--- src/design/asr_pkg.sv ---
// Purpose: Shared constants for the asynchronous static memory host controller
// Assumes: sys_clk at 125 MHz, fastest speed grade of the memory
// Notes: Times in ns as printed, cycle counts derived from the clock period
package asr_pkg;
    localparam int ADDR_W = 14;
    localparam int DATA_W = 4;
    localparam int SYNC_STAGES = 2;
    localparam int CLK_PERIOD_PS = 8000;

    // Memory timing, fastest grade
    localparam int T_RC_NS = 10;
    localparam int T_AA_NS = 10;
    localparam int T_AC_NS = 10;
    localparam int T_HZ_NS = 5;
    localparam int T_WC_NS = 10;
    localparam int T_CW_NS = 7;
    localparam int T_AW_NS = 7;
    localparam int T_WP_NS = 8;
    localparam int T_DW_NS = 5;

    // Least time rounded up to whole cycles, never below one
    function automatic int ns_to_cyc(input int ns);
        int c;
        c = (ns * 1000 + CLK_PERIOD_PS - 1) / CLK_PERIOD_PS;
        return (c < 1) ? 1 : c;
    endfunction

    function automatic int max2(input int a, input int b);
        return (a > b) ? a : b;
    endfunction

    localparam int RC_CYC = ns_to_cyc(T_RC_NS);
    localparam int ACC_CYC = max2(ns_to_cyc(T_AA_NS), ns_to_cyc(T_AC_NS));
    localparam int HZ_CYC = ns_to_cyc(T_HZ_NS);
    localparam int WC_CYC = ns_to_cyc(T_WC_NS);
    localparam int WP_CYC = max2(max2(ns_to_cyc(T_WP_NS), ns_to_cyc(T_CW_NS)),
                                 max2(ns_to_cyc(T_AW_NS), ns_to_cyc(T_DW_NS)));
    localparam int WTAIL_CYC = (WC_CYC > WP_CYC) ? WC_CYC - WP_CYC : 1;
    localparam int RD_CYC = max2(ACC_CYC, RC_CYC) + SYNC_STAGES;

    localparam int CNT_W = 4;

    typedef enum logic [4:0] {
        ST_IDLE   = 5'h01,
        ST_RD     = 5'h02,
        ST_TURN   = 5'h04,
        ST_WR     = 5'h08,
        ST_WR_END = 5'h10
    } asr_state_e;
endpackage

--- src/design/asr_sync_if.sv ---
// Purpose: Carries the raw data pins into the synchroniser and the safe copy back
// Assumes: One clock domain on the controller side
// Notes: Raw side is asynchronous to sys_clk
`timescale 1ns/1ps
interface asr_sync_if;
    logic [asr_pkg::DATA_W-1:0] raw;
    logic [asr_pkg::DATA_W-1:0] safe;
    modport sync_side (input raw, output safe);
    modport user_side (output raw, input safe);
endinterface

--- src/design/asr_in_sync.sv ---
// Purpose: Two flip-flop synchroniser for the memory data pins
// Assumes: Asynchronous active-low reset
// Notes: First stage is read by the second stage only
`timescale 1ns/1ps
module asr_in_sync (
    input wire logic sys_clk,
    input wire logic rstn,
    asr_sync_if.sync_side sif
);
    import asr_pkg::*;

    logic [DATA_W-1:0] meta_q;
    logic [DATA_W-1:0] safe_q;

    genvar i;
    generate
        for (i = 0; i < DATA_W; i++) begin : g_bit
            always_ff @(posedge sys_clk or negedge rstn) begin
                if (!rstn) begin
                    meta_q[i] <= 1'b0;
                    safe_q[i] <= 1'b0;
                end else begin
                    meta_q[i] <= sif.raw[i];
                    safe_q[i] <= meta_q[i];
                end
            end
        end
    endgenerate

    assign sif.safe = safe_q;
endmodule

--- src/design/asr_sram_host.sv ---
// Purpose: Host controller running read and write cycles on a 16K x 4 static memory
// Assumes: 125 MHz sys_clk, memory of the fastest speed grade, no bus turnaround logic outside
// Notes: One request at a time; pins driven only from flip-flops
// Notes on behaviour
// - Read: select low, write strobe high
// - Address stable by select falling edge
// - Read cycle at least 10 ns
// - Write: select and write strobe both low
// - Write cycle at least 10 ns
// - Select low 7 ns before write end
// - Address stable 7 ns before write end
// - Address may change right at write end
// - Data valid 5 ns before write end, held
`timescale 1ns/1ps
module asr_sram_host (
    input wire logic sys_clk,
    input wire logic rstn,
    input wire logic req_valid,
    output logic req_ready,
    input wire logic req_write,
    input wire logic [asr_pkg::ADDR_W-1:0] req_addr,
    input wire logic [asr_pkg::DATA_W-1:0] req_wdata,
    output logic rsp_valid,
    output logic [asr_pkg::DATA_W-1:0] rsp_rdata,
    output logic [asr_pkg::ADDR_W-1:0] sram_addr,
    output logic sram_ce_n,
    output logic sram_we_n,
    input wire logic [asr_pkg::DATA_W-1:0] sram_dq_i,
    output logic [asr_pkg::DATA_W-1:0] sram_dq_o,
    output logic sram_dq_oe
);
    import asr_pkg::*;

    asr_state_e state_q;
    logic [CNT_W-1:0] cnt_q;
    logic [ADDR_W-1:0] addr_q;
    logic ce_n_q;
    logic we_n_q;
    logic [DATA_W-1:0] wdata_q;
    logic oe_q;
    logic [DATA_W-1:0] rdata_q;
    logic rsp_valid_q;
    logic accept;
    logic cnt_done;

    asr_sync_if sif ();

    // Data pins are asynchronous to sys_clk
    assign sif.raw = sram_dq_i;

    asr_in_sync u_sync (
        .sys_clk(sys_clk),
        .rstn(rstn),
        .sif(sif)
    );

    assign req_ready = (state_q == ST_IDLE);
    assign accept = req_valid && req_ready;
    assign cnt_done = (cnt_q == '0);

    // Sequencer
    always_ff @(posedge sys_clk or negedge rstn) begin
        if (!rstn) begin
            state_q <= ST_IDLE;
        end else begin
            case (state_q)
                ST_IDLE: begin
                    if (accept) begin
                        state_q <= req_write ? ST_WR : ST_RD;
                    end
                end
                ST_RD: begin
                    if (cnt_done) begin
                        state_q <= ST_TURN;
                    end
                end
                ST_TURN: begin
                    // Bus must be free before a write may drive it
                    if (cnt_done) begin
                        state_q <= ST_IDLE;
                    end
                end
                ST_WR: begin
                    if (cnt_done) begin
                        state_q <= ST_WR_END;
                    end
                end
                ST_WR_END: begin
                    if (cnt_done) begin
                        state_q <= ST_IDLE;
                    end
                end
                default: begin
                    state_q <= ST_IDLE;
                end
            endcase
        end
    end

    // Phase counter
    always_ff @(posedge sys_clk or negedge rstn) begin
        if (!rstn) begin
            cnt_q <= '0;
        end else begin
            case (state_q)
                ST_IDLE: begin
                    if (accept && req_write) begin
                        cnt_q <= CNT_W'(WP_CYC - 1);
                    end else if (accept) begin
                        cnt_q <= CNT_W'(RD_CYC - 1);
                    end
                end
                ST_RD: begin
                    cnt_q <= cnt_done ? CNT_W'(HZ_CYC - 1) : cnt_q - 1'b1;
                end
                ST_WR: begin
                    cnt_q <= cnt_done ? CNT_W'(WTAIL_CYC - 1) : cnt_q - 1'b1;
                end
                ST_TURN, ST_WR_END: begin
                    cnt_q <= cnt_done ? cnt_q : cnt_q - 1'b1;
                end
                default: begin
                    cnt_q <= '0;
                end
            endcase
        end
    end

    // Address held from select fall through the whole cycle
    always_ff @(posedge sys_clk or negedge rstn) begin
        if (!rstn) begin
            addr_q <= '0;
        end else if (accept) begin
            addr_q <= req_addr;
        end
    end

    // Strobes
    always_ff @(posedge sys_clk or negedge rstn) begin
        if (!rstn) begin
            ce_n_q <= 1'b1;
            we_n_q <= 1'b1;
        end else begin
            case (state_q)
                ST_IDLE: begin
                    if (accept) begin
                        ce_n_q <= 1'b0;
                        we_n_q <= ~req_write;
                    end
                end
                ST_RD: begin
                    if (cnt_done) begin
                        ce_n_q <= 1'b1;
                    end
                end
                ST_WR: begin
                    // Both rise together so the memory never turns on its drivers
                    if (cnt_done) begin
                        ce_n_q <= 1'b1;
                        we_n_q <= 1'b1;
                    end
                end
                ST_TURN, ST_WR_END: begin
                    ce_n_q <= 1'b1;
                    we_n_q <= 1'b1;
                end
                default: begin
                    ce_n_q <= 1'b1;
                    we_n_q <= 1'b1;
                end
            endcase
        end
    end

    // Write data driven with the strobe fall; bus was idle beforehand
    always_ff @(posedge sys_clk or negedge rstn) begin
        if (!rstn) begin
            wdata_q <= '0;
            oe_q <= 1'b0;
        end else begin
            if (accept && req_write) begin
                wdata_q <= req_wdata;
                oe_q <= 1'b1;
            end else if (state_q == ST_WR_END && cnt_done) begin
                oe_q <= 1'b0;
            end
        end
    end

    // Read capture after access time plus synchroniser depth
    always_ff @(posedge sys_clk or negedge rstn) begin
        if (!rstn) begin
            rdata_q <= '0;
            rsp_valid_q <= 1'b0;
        end else begin
            rsp_valid_q <= 1'b0;
            if (state_q == ST_RD && cnt_done) begin
                rdata_q <= sif.safe;
                rsp_valid_q <= 1'b1;
            end
        end
    end

    assign sram_addr = addr_q;
    assign sram_ce_n = ce_n_q;
    assign sram_we_n = we_n_q;
    assign sram_dq_o = wdata_q;
    assign sram_dq_oe = oe_q;
    assign rsp_valid = rsp_valid_q;
    assign rsp_rdata = rdata_q;
endmodule

--- config.mk ---
export PLATFORM = sky130hd
export DESIGN_NAME = asr_sram_host
export DESIGN_NICKNAME = d
export VERILOG_FILES = /design/src/design/asr_pkg.sv /design/src/design/asr_sync_if.sv /design/src/design/asr_in_sync.sv /design/src/design/asr_sram_host.sv
export SDC_FILE = /design/constraint.sdc
export NUM_CORES = 1
export LEC_CHECK = 0
export BUFFER_PORTS_ARGS = -buffer_cell sky130_fd_sc_hd__buf_2
export CAP_MARGIN = 20
export CELL_PAD_IN_SITES_DETAIL_PLACEMENT = 1
export CELL_PAD_IN_SITES_GLOBAL_PLACEMENT = 1
export CORE_AREA = 2 2 76 71
export CTS_CLUSTER_SIZE = 8
export DETAILED_ROUTE_END_ITERATION = 8
export DIE_AREA = 0 0 78 73
export GPL_TIMING_DRIVEN = 0
export PLACE_DENSITY_LB_ADDON = 0.1
export RECOVER_POWER = 100
export SLEW_MARGIN = 15
export SYNTH_ARGS = -nofsm -noshare
export SYNTH_HDL_FRONTEND = slang
export SYNTH_SLANG_ARGS = --single-unit
--- constraint.sdc ---
create_clock -name sys_clk -period 2.4 [get_ports sys_clk]
set_input_delay 0.48 -clock sys_clk [delete_from_list [all_inputs] [get_ports sys_clk]]
set_output_delay 0.48 -clock sys_clk [all_outputs]
set_load 0.005 [all_outputs]
==> results of run 1 <==
-- how the worst min path moves through the flow --
stage                startpoint  slack, ns  cells past startpoint                  to
2_1_floorplan              rstn       0.18                      0            cnt_q[0]
3_3_place_gp   u_sync.meta_q[0]       0.33                      0  u_sync.sif.safe[0]
3_5_place_dp   u_sync.meta_q[3]       0.34                      0  u_sync.sif.safe[3]
4_1_cts            sram_dq_i[1]       0.27                      1    u_sync.meta_q[1]
5_1_grt            sram_dq_i[1]       0.27                      1    u_sync.meta_q[1]
6_report           sram_dq_i[1]       0.29                      1    u_sync.meta_q[1]
-- cell usage after synthesis, types with 2 or more instances --
master,instances,area (µm²)
dfrtp_1,40,1001
mux2_2,18,202.7
nor3_1,7,35.03
inv_1,6,22.52
nor2_1,6,22.52
clkbuf_1,5,18.77
o21ai_0,5,25.02
mux2_4,4,60.06
nor3b_1,4,30.03
or3_1,4,25.02
a21oi_1,3,15.01
buf_2,3,15.01
dfstp_2,3,78.83
nand2_1,3,11.26
o22a_1,3,26.28
a221oi_1,2,17.52
a22oi_1,2,15.01
ha_1,2,25.02
nand3b_1,2,15.01
nor2b_1,2,12.51
xnor2_1,2,17.52
-- cell families (layout without fill, tap and decap cells) --
logic type	Yosys count	after routing
DFF	43	43
buffers and inverters	15	75
AOI/OAI and AO/OA	28	28
muxes	22	22
xor gates and xnor gates	2	2
adders and majority gates	2	2
and+or+nand+nor	37	37
-- registers in the layout, indices dropped and copies added, names as in the netlist, 4 cells and up --
| register | cells |
|---|---|
| state_q | 5 |
| sram_addr | 14 |
| rsp_rdata | 4 |
| cnt_q | 4 |
| sram_dq_o | 4 |
| u_sync.sif.safe | 4 |
| u_sync.meta_q | 4 |
-- worst max-delay path, stage by stage, from the launching register on --
cell and delay (ns):
dfstp_2 0.52, clkbuf_1 0.32, nand2b_1 0.25, nor3_4 0.35, buf_2 0.32, mux2_2 0.37
-- power by group through the flow --
stage / Combinational (mW) / Clock (mW) / Sequential, mW
floorplan: 0.708 / 0 / 1.15
global placement: 1.12 / 0 / 1.13
detailed placement: 1.17 / 0 / 1.15
CTS: 1.20 / 0.497 / 1.14
global route: 1.26 / 0.528 / 1.19
finish: 1.13 / 0.477 / 1.14
-- per-layer routing --
layer,global-route usage [%],routed length [µm],up-vias
met5,0,0,-
met4,4.678,42,0
li1,-,-,654
met2,28.45,2240,38
met1,21.10,1884,714
met3,4.827,255,5
-- through the flow --
step                utilization, %  power (mW)  area (µm²)  hold slack (ns)
finish                       46.15       2.754        2310           0.2878
global route                 46.15       2.978        2310           0.2659
CTS                          46.75       2.839        2340           0.2734
detailed placement           44.47       2.320        2226           0.3449
global placement             44.47       2.249        2226           0.3329
floorplan                        -       1.858        1882           0.1844
-- timing repair --
action                                  in CTS  in global routing
hold buffers                                 0                  0
resized for setup                            3                  1
buffers inserted                             0                  1
pin swaps                                    0                  1
endpoints found under the setup margin       7                  4
-- final cells by class --
cell class | count | share of cell area, %
clock buffer | 5 | 2.979
tap | 67 | 3.629
sequential | 43 | 46.75
inverter | 6 | 0.9751
buffer | 8 | 1.463
clock inverter | 3 | 1.029
multi-input combinational | 91 | 32.61
timing repair buffer | 53 | 10.56
==> summary.txt, run 1 <==
Status -> complete, no violations
Final Hold Violating Endpoints -> 0
Max-cap violations -> 0
Internal power -> 1.741 mW
Adder-cell share of the synthesized area -> 1.330%
TritonRoute pass-1 iters -> 4
Clk_skew -> 0.01304 ns
DPL Wire Length -> 3.254 mm
Clock Latency Late Sink -> 0.30 ns
Clock share of power -> 17.3%
Antenna-violating nets left -> 0
Post-synthesis mux area share -> 13.96%
Row count -> 25
Slew of the pin with the lowest slew margin -> 1.059 ns
DRC errors left -> 0
Crit. End Element -> flop
Initial antenna violation count -> 0
Worst path required time -> 2.58 ns
#FFs+latches synth -> 43
Predominant post-synthesis flop cell -> dfrtp_1
Switching Fraction -> 36.77%
Setup ws final -> 0.1356 ns
Vias -> 1411
Vias in the first global route -> 1498
Crit path max fanout -> 10
Die Y -> 73 µm
Tcrit/Tclk final -> 94.35%
VDD IR max -> 0.0006340 V
R2R depth -> 5
Critical R2R Launch -> state_q[0]
Register area -> 0.001080 mm²
Clk sinks -> 43
Relative slew margins -> 29.38%
DR WL/cell -> 16.03 µm
Synth Area in XOR/XNOR -> 0.9309%
CTS HTree Levels -> 2
Max Clock Freq -> 0.4416 GHz
Total GRT Usage -> 16.75%
Worst R2R End -> sram_addr[11]
Core Footprint -> 0.005005 mm²
Clk root buf -> clkbuf_8
Crit path launch type -> flop
RSZ-0062 raised after global routing -> no
Crit path to -> sram_addr[11]
Synth Area in Compound Gates -> 11.17%
Final WL -> 4.423 mm
Ant. Diodes -> 0
Largest net degree at the start of global routing -> 44
Syn nets -> 177
Pleak -> 1.024 nW
Seq pwr share -> 41.5%
Combinational share of power -> 41.1%
I/O Pins -> 53
Port bufs -> 52
Final setup fails -> 0
Cell Pwr Density -> 1192 mW/mm²
P_sw -> 1.013 mW
CTS tree -> yes
DR iter-0 viols -> 46
Period minus WS final -> 2.264 ns
Final layout net count -> 236
R2R Setup Slk -> 0.14 ns
Hold crit path type -> primary input to flop
Layout cell share with drive strength beyond 1 -> 35.41%
Most common cell after layout, fill and taps aside -> dfrtp_1
FFs w/ async S/R, synth -> 100.0%
GP Congestion -> 0.7339
Cell Area, Synth -> 0.001882 mm²
Multi-input gate area -> 753.2 µm²
Synth warn -> 0
Global route overflow -> 0
CTS buffer count -> 5
Seq/Total Area, Yosys -> 57.38%
Post-synth EDFFs -> 0
Post-Syn Instances -> 149
Crit path launch -> state_q[0]
Worst setup path class -> flop to flop
Synth cell types -> 44
CTS clk-pin slew, worst paths -> 0.10 ns
P&R area growth vs syn -> 22.74%
Die ar. -> 0.005694 mm²
WP data arrival -> 2.44 ns
Max-slew violation count -> 0
Main combinational cell family by area after synthesis -> multiplexers
Fin cells -> 276
Via density per instance -> 5.112
First-pass GRT wire length -> 7.348 mm
Die Wd -> 78 µm
Initial core utilization -> 37.60%
Simple-Gate Fraction of Synth Area -> 11.64%
Max Buffers Root-to-Sink -> 2
Placed insts -> 268
Commonest non-fill, non-tap cells in the layout -> 40 x dfrtp_1, 34 x buf_2, 24 x clkbuf_1, 18 x mux2_2
Fillcell total -> 579
Synth Area per Inst -> 12.63 µm²
DP Worst Slack -> -0.2665 ns
Setup_tns -> 0 ns
(Power assumes the default switching activity.)
==> run 2, diff against run 1 <==
--- a/config.mk
+++ b/config.mk
@@ -5,14 +5,15 @@
 export SDC_FILE = /design/constraint.sdc
 export NUM_CORES = 1
 export LEC_CHECK = 0
+export ABC_AREA = 1
 export BUFFER_PORTS_ARGS = -buffer_cell sky130_fd_sc_hd__buf_2
 export CAP_MARGIN = 20
 export CELL_PAD_IN_SITES_DETAIL_PLACEMENT = 1
 export CELL_PAD_IN_SITES_GLOBAL_PLACEMENT = 1
-export CORE_AREA = 2 2 76 71
+export CORE_AREA = 2 2 78 72
 export CTS_CLUSTER_SIZE = 8
 export DETAILED_ROUTE_END_ITERATION = 8
-export DIE_AREA = 0 0 78 73
+export DIE_AREA = 0 0 80 74
 export GPL_TIMING_DRIVEN = 0
 export PLACE_DENSITY_LB_ADDON = 0.1
 export RECOVER_POWER = 100
==> summary.txt, run 2 <==
Status -> complete, no violations (unchanged)
Post-synth top cells -> 81 x nand2_1, 40 x dfrtp_1, 17 x nand3_1 (was 40 x dfrtp_1, 18 x mux2_2, 7 x nor3_1)
CTS tree -> yes (unchanged)
DRC errors left -> 0 (unchanged)
Crit path launch type -> flop (unchanged)
Die Wd -> 80 µm (was 78 µm)
Post-synth EDFFs -> 0 (unchanged)
DR iter-0 viols -> 51 (was 46)
Clk sinks -> 43 (unchanged)
Max Buffers Root-to-Sink -> 2 (unchanged)
Predominant post-synthesis flop cell -> dfrtp_1 (unchanged)
Setup_tns -> 0 ns (unchanged)
Worst Hold Launch -> sram_dq_i[1] (unchanged)
Syn nets -> 240 (was 177)
Tcrit/Tclk final -> 83.11% (was 94.35%)
Ant. Diodes -> 0 (unchanged)
Post-CTS Setup Inserts -> 0 (unchanged)
Placed insts -> 331 (was 268)
Crit. End Element -> flop (unchanged)
Max Clock Freq -> 0.5013 GHz (was 0.4416 GHz)
Crit path max fanout -> 10 (unchanged)
Final Hold Violating Endpoints -> 0 (unchanged)
Critical R2R Launch -> state_q[0] (unchanged)
Most area-consuming cells after synthesis -> dfrtp_1 53%, nand2_1 16%, nand3_1 4.5% (was dfrtp_1 53%, mux2_2 11%, dfstp_2 4.2%)
Worst path required time -> 2.59 ns (was 2.58 ns)
Max-cap violations -> 0 (unchanged)
Antenna-violating nets left -> 0 (unchanged)
GP Congestion -> 0.7538 (was 0.7339)
CTS buffer count -> 5 (unchanged)
Cell accounting for the most synthesized area -> dfrtp_1 (unchanged)
Worst setup path class -> flop to flop (unchanged)
Largest net degree at the start of global routing -> 44 (unchanged)
# hold bufs at CTS -> 0 (unchanged)
FFs w/ async S/R, synth -> 100.0% (unchanged)
CTS HTree Levels -> 2 (unchanged)
P&R area growth vs syn -> 22.54% (was 22.74%)
Relative slew margins -> 29.10% (was 29.38%)
Slew of the pin with the lowest slew margin -> 1.064 ns (was 1.059 ns)
Number of flip-flops in the largest register -> 14 (unchanged)
Most frequent cell after synthesis -> nand2_1 (was dfrtp_1)
RSZ-0062 raised after global routing -> no (unchanged)
Cell Pwr Density -> 1263 mW/mm² (was 1192 mW/mm²)
Most common cell after layout, fill and taps aside -> nand2_1 (was dfrtp_1)
Final WL -> 4.335 mm (was 4.423 mm)
Pleak -> 1.268 nW (was 1.024 nW)
Global route overflow -> 0 (unchanged)
Period minus WS final -> 1.995 ns (was 2.264 ns)
Seq/Total Area, Yosys -> 57.38% (unchanged)
Final layout net count -> 299 (was 236)
Layout cell share with drive strength beyond 1 -> 22.79% (was 35.41%)
Hold crit path type -> primary input to flop (unchanged)
Initial core utilization -> 36.68% (was 37.60%)
Initial antenna violation count -> 0 (unchanged)
Fin cells -> 339 (was 276)
First-pass GRT wire length -> 7.417 mm (was 7.348 mm)
Via density per instance -> 4.605 (was 5.112)
Fin area -> 0.002306 mm² (was 0.002310 mm²)
Port bufs -> 52 (unchanged)
DR WL/cell -> 12.79 µm (was 16.03 µm)
Max-slew violation count -> 0 (unchanged)
Row count -> 25 (unchanged)
Synth Area per Inst -> 8.876 µm² (was 12.63 µm²)
Core Footprint -> 0.005130 mm² (was 0.005005 mm²)
Vias -> 1561 (was 1411)
VDD IR max -> 0.0004555 V (was 0.0006340 V)
Post-synth top area share -> 53.19% (unchanged)
Synth cell types -> 25 (was 44)
DPL Wire Length -> 3.220 mm (was 3.254 mm)
I/O Pins -> 53 (unchanged)
#FFs+latches synth -> 43 (unchanged)
Clk root buf -> clkbuf_8 (unchanged)
Die Y -> 74 µm (was 73 µm)
Clk_skew -> 0.005365 ns (was 0.01304 ns)
Crit path launch -> state_q[0] (unchanged)
Final setup fails -> 0 (unchanged)
Placed Area -> 0.002226 mm² (unchanged)
Die ar. -> 0.005920 mm² (was 0.005694 mm²)
PostCTS Resize Cnt -> 0 (was 3)
WP data arrival -> 2.18 ns (was 2.44 ns)
Cell Area, Synth -> 0.001882 mm² (unchanged)
Total power -> 2.913 mW (was 2.754 mW)
Commonest non-fill, non-tap cells in the layout -> 82 x nand2_1, 40 x dfrtp_1, 37 x buf_2, 17 x inv_1, 17 x nand3_1 (was 40 x dfrtp_1, 34 x buf_2, 24 x clkbuf_1, 18 x mux2_2)
Total GRT Usage -> 16.29% (was 16.75%)
Post-Syn Instances -> 212 (was 149)
Synth warn -> 0 (unchanged)
CTS clk-pin slew, worst paths -> 0.09 ns (was 0.10 ns)
TritonRoute pass-1 iters -> 4 (unchanged)
Clock Latency Late Sink -> 0.29 ns (was 0.30 ns)
Vias in the first global route -> 1624 (was 1498)
[run 2: cell type report]
type / instances / area, µm²
multi-input combinational: 144 / 674.4
tap: 67 / 83.83
timing repair buffer: 52 / 242.7
buffer: 3 / 23.77
sequential: 43 / 1080
clock inverter: 3 / 47.55
fill: 642 / 2824
clock buffer: 5 / 68.82
inverter: 22 / 85.08
[run 2: cell families (layout without fill, tap and decap cells)]
family / Yosys count / count (layout) / synth area share, %
fa+ha+maj: 2 / 2 / 1.330
xor+xnor: 1 / 1 / 0.4655
compound gates: 20 / 20 / 5.585
flops: 43 / 43 / 57.38
buf+inv: 25 / 85 / 5.784
simple gates: 121 / 121 / 29.45
[run 2: report_power, final]
group,total (mW),internal [mW],leakage [nW],switching (mW)
Clock,0.579,0.316,0.0587,0.264
Sequential,1.15,0.998,0.529,0.152
Combinational,1.18,0.440,0.680,0.744
[run 2: path summary, 6_finish.rpt]
path	to	slack [ns]	depth (start not counted)
max	sram_dq_o[0]	0.41	7
min	u_sync.meta_q[1]	0.28	1
max reg2reg	sram_dq_o[0]	0.41	7
min reg2reg	u_sync.sif.safe[0]	0.35	0
max in group asynchronous	sram_addr[9]	1.38	1
min in group asynchronous	state_q[2]	0.36	1
[run 2: critical path, cell delays in order, from the launching register on]
cell     delay [ns]
dfstp_2        0.59
nand3_4        0.11
nor2_8         0.14
inv_4          0.06
nor2_1         0.68
nand2_4        0.14
nand2_1        0.11
nand2_1        0.05
[run 2: through the flow]
step	util [%]	hold WS [ns]	worst slack (ns)
2_1_floorplan	-	0.1844	1.000
5_1_grt	44.95	0.2630	0.2845
3_5_place_dp	43.39	0.3362	0.7060
3_3_place_gp	43.39	0.3322	0.7206
4_1_cts	45.66	0.2724	0.6162
6_report	44.95	0.2835	0.4053
[run 2: per-layer routing]
metal,global-route usage (%),up-vias,wire (µm)
met1,20.77,743,2062
li1,-,782,-
met5,0,-,0
met3,4.126,6,161
met2,27.31,30,2050
met4,5.650,0,60
==> run 3, diff against run 2 <==
--- a/config.mk
+++ b/config.mk
@@ -5,15 +5,15 @@
 export SDC_FILE = /design/constraint.sdc
 export NUM_CORES = 1
 export LEC_CHECK = 0
-export ABC_AREA = 1
+export ABC_AREA = 0
 export BUFFER_PORTS_ARGS = -buffer_cell sky130_fd_sc_hd__buf_2
 export CAP_MARGIN = 20
 export CELL_PAD_IN_SITES_DETAIL_PLACEMENT = 1
 export CELL_PAD_IN_SITES_GLOBAL_PLACEMENT = 1
-export CORE_AREA = 2 2 78 72
+export CORE_AREA = 2 2 76 71
 export CTS_CLUSTER_SIZE = 8
 export DETAILED_ROUTE_END_ITERATION = 8
-export DIE_AREA = 0 0 80 74
+export DIE_AREA = 0 0 78 73
 export GPL_TIMING_DRIVEN = 0
 export PLACE_DENSITY_LB_ADDON = 0.1
 export RECOVER_POWER = 100
==> constraint.sdc (replaced) <==
create_clock -name sys_clk -period 2.08 [get_ports sys_clk]
set_input_delay 0.416 -clock sys_clk [delete_from_list [all_inputs] [get_ports sys_clk]]
set_output_delay 0.416 -clock sys_clk [all_outputs]
set_load 0.005 [all_outputs]
==> summary.txt, run 3 (synthesis gave the netlist of run 1 again) <==
Global route overflow -> 0 (unchanged)
DR iter-0 viols -> 20 (was 51)
Die Wd -> 78 µm (was 80 µm)
First-pass GRT wire length -> 7.610 mm (was 7.417 mm)
Max-slew violation count -> 0 (unchanged)
Fin cells -> 282 (was 339)
Clock Latency Late Sink -> 0.30 ns (was 0.29 ns)
Clk sinks -> 43 (unchanged)
Clk_skew -> 0.01136 ns (was 0.005365 ns)
Number of flip-flops in the largest register -> 14 (unchanged)
CTS buffer count -> 5 (unchanged)
Worst setup path class -> flop to flop (unchanged)
Combinational share of power -> 42.4% (was 40.6%)
CTS tree -> yes (unchanged)
Tcrit/Tclk final -> 95.25% (was 83.11%)
WHS Path Cells -> 1 (unchanged)
Core Footprint -> 0.005005 mm² (was 0.005130 mm²)
Max Buffers Root-to-Sink -> 2 (unchanged)
Worst path required time -> 2.26 ns (was 2.59 ns)
Seq pwr share -> 40.9% (was 39.5%)
Period minus WS final -> 1.981 ns (was 1.995 ns)
Worst R2R End -> rsp_rdata[0] (was sram_dq_o[0])
Via density per instance -> 5.096 (was 4.605)
DR WL/cell -> 16.45 µm (was 12.79 µm)
Vias -> 1437 (was 1561)
DRC errors left -> 0 (unchanged)
TritonRoute pass-1 iters -> 4 (unchanged)
Crit path launch -> cnt_q[1] (was state_q[0])
DP Worst Slack -> -0.3405 ns (was 0.7060 ns)
CTS HTree Levels -> 2 (unchanged)
Initial antenna violation count -> 0 (unchanged)
Critical R2R Launch -> cnt_q[1] (was state_q[0])
Clock share of power -> 16.6% (was 19.9%)
Max Clock Freq -> 0.5047 GHz (was 0.5013 GHz)
Final layout net count -> 242 (was 299)
Total GRT Usage -> 17.34% (was 16.29%)
Pleak -> 1.084 nW (was 1.268 nW)
Crit path max fanout -> 6 (was 10)
Largest net degree at the start of global routing -> 44 (unchanged)
Setup ws final -> 0.09881 ns (was 0.4053 ns)
Port bufs -> 52 (unchanged)
DPL Wire Length -> 3.342 mm (was 3.220 mm)
Vias in the first global route -> 1585 (was 1624)
Max-cap violations -> 0 (unchanged)
Clk root buf -> clkbuf_8 (unchanged)
Relative slew margins -> 30.72% (was 29.10%)
Total power -> 3.261 mW (was 2.913 mW)
Crit path to -> rsp_rdata[0] (was sram_dq_o[0])
Placed insts -> 268 (was 331)
CTS clk-pin slew, worst paths -> 0.09 ns (about the same)
RSZ-0062 raised after global routing -> no (unchanged)
Hold crit path type -> primary input to flop (unchanged)
Final Hold Violating Endpoints -> 0 (unchanged)
Cell Pwr Density -> 1367 mW/mm² (was 1263 mW/mm²)
Die Y -> 73 µm (was 74 µm)
Commonest non-fill, non-tap cells in the layout -> 39 x buf_2, 39 x dfrtp_1, 18 x mux2_2, 18 x clkbuf_1, 7 x buf_4 (was 82 x nand2_1, 40 x dfrtp_1, 37 x buf_2, 17 x inv_1, 17 x nand3_1)
Layout cell share with drive strength beyond 1 -> 43.26% (was 22.79%)
Initial core utilization -> 37.60% (was 36.68%)
WP data arrival -> 2.16 ns (was 2.18 ns)
Row count -> 25 (unchanged)
Crit path launch type -> flop (unchanged)
Setup_tns -> 0 ns (unchanged)
Crit. End Element -> flop (unchanged)
Slew of the pin with the lowest slew margin -> 1.039 ns (was 1.064 ns)
Switching Fraction -> 36.14% (was 39.81%)
R2R depth -> 6 (was 7)
VDD IR max -> 0.0005349 V (was 0.0004555 V)
Ant. Diodes -> 0 (unchanged)
P_sw -> 1.178 mW (was 1.160 mW)
Final setup fails -> 0 (unchanged)
R2R Setup Slk -> 0.1 ns (was 0.41 ns)
GP Congestion -> 0.7507 (was 0.7538)
Antenna-violating nets left -> 0 (unchanged)
Final WL -> 4.639 mm (was 4.335 mm)
I/O Pins -> 53 (unchanged)
P&R area growth vs syn -> 26.80% (was 22.54%)
Status -> complete, no violations (unchanged)
Layout Utilization -> 47.68% (was 44.95%)
Internal power -> 2.082 mW (was 1.754 mW)
Die ar. -> 0.005694 mm² (was 0.005920 mm²)
-- run 3: changes by cell type in the layout (fill, tap and decap cells not counted), moves of 4 or more --
cell     delta
o21ai_0    -11
mux2_2     +18
nand3_1    -16
buf_4       +7
nor3_1      +5
nor2_1      -6
mux2_4      +4
inv_1      -12
nand2_1    -79
-- run 3: worst min path at each step --
stage	from	endpoint	slack (ns)
finish	sram_dq_i[0]	u_sync.meta_q[0]	0.22
global route	sram_dq_i[0]	u_sync.meta_q[0]	0.21
detailed placement	u_sync.meta_q[1]	u_sync.sif.safe[1]	0.34
global placement	u_sync.meta_q[1]	u_sync.sif.safe[1]	0.33
CTS	sram_dq_i[0]	u_sync.meta_q[0]	0.21
floorplan	rstn	cnt_q[0]	0.12
-- run 3: through the flow --
stage / cell area (µm²) / hold WS (ns)
after CTS: 2410 / 0.2133
final: 2386 / 0.2228
after global routing: 2386 / 0.2069
after global placement: 2232 / 0.3313
after floorplan: 1888 / 0.1204
after detailed placement: 2232 / 0.3403
-- run 3: power by group through the flow --
stage          logic, mW  clock network, mW  registers [mW]
2_1_floorplan      0.824                  0            1.33
3_3_place_gp        1.29                  0            1.31
3_5_place_dp        1.35                  0            1.33
4_1_cts             1.43              0.579            1.33
5_1_grt             1.53              0.611            1.38
6_report            1.38              0.543            1.33
-- run 3: layer usage --
layer  global-route usage, %  wire length [µm]
met5                       0                 0
met4                   4.678                43
met3                   5.322               220
met2                   32.28              2543
met1                   19.35              1832
-- run 3: critical path, cell delays in order, from the launching register on --
cell,delay (ns)
dfrtp_1,0.42
inv_1,0.12
ha_1,0.18
or3b_4,0.43
or2_0,0.23
buf_2,0.18
mux2_4,0.31
-- run 3: final cells by class --
cell class / instances / area [µm²]
Sequential cell: 43 / 1081
Clock buffer: 5 / 68.82
Timing Repair Buffer: 61 / 302.8
Tap cell: 67 / 83.83
Buffer: 6 / 27.53
Multi-Input combinational cell: 91 / 775.7
Clock inverter: 3 / 23.77
Fill cell: 568 / 2619
Inverter: 6 / 22.52
-- run 3: what timing repair did --
action | in CTS | in global routing
hold buffers | 0 | 0
pin swaps | 5 | 2
gates resized for setup | 8 | 5
setup endpoints to repair | 31 | 15
setup buffers | 8 | 1
endpoints found under the hold margin | 0 | 0
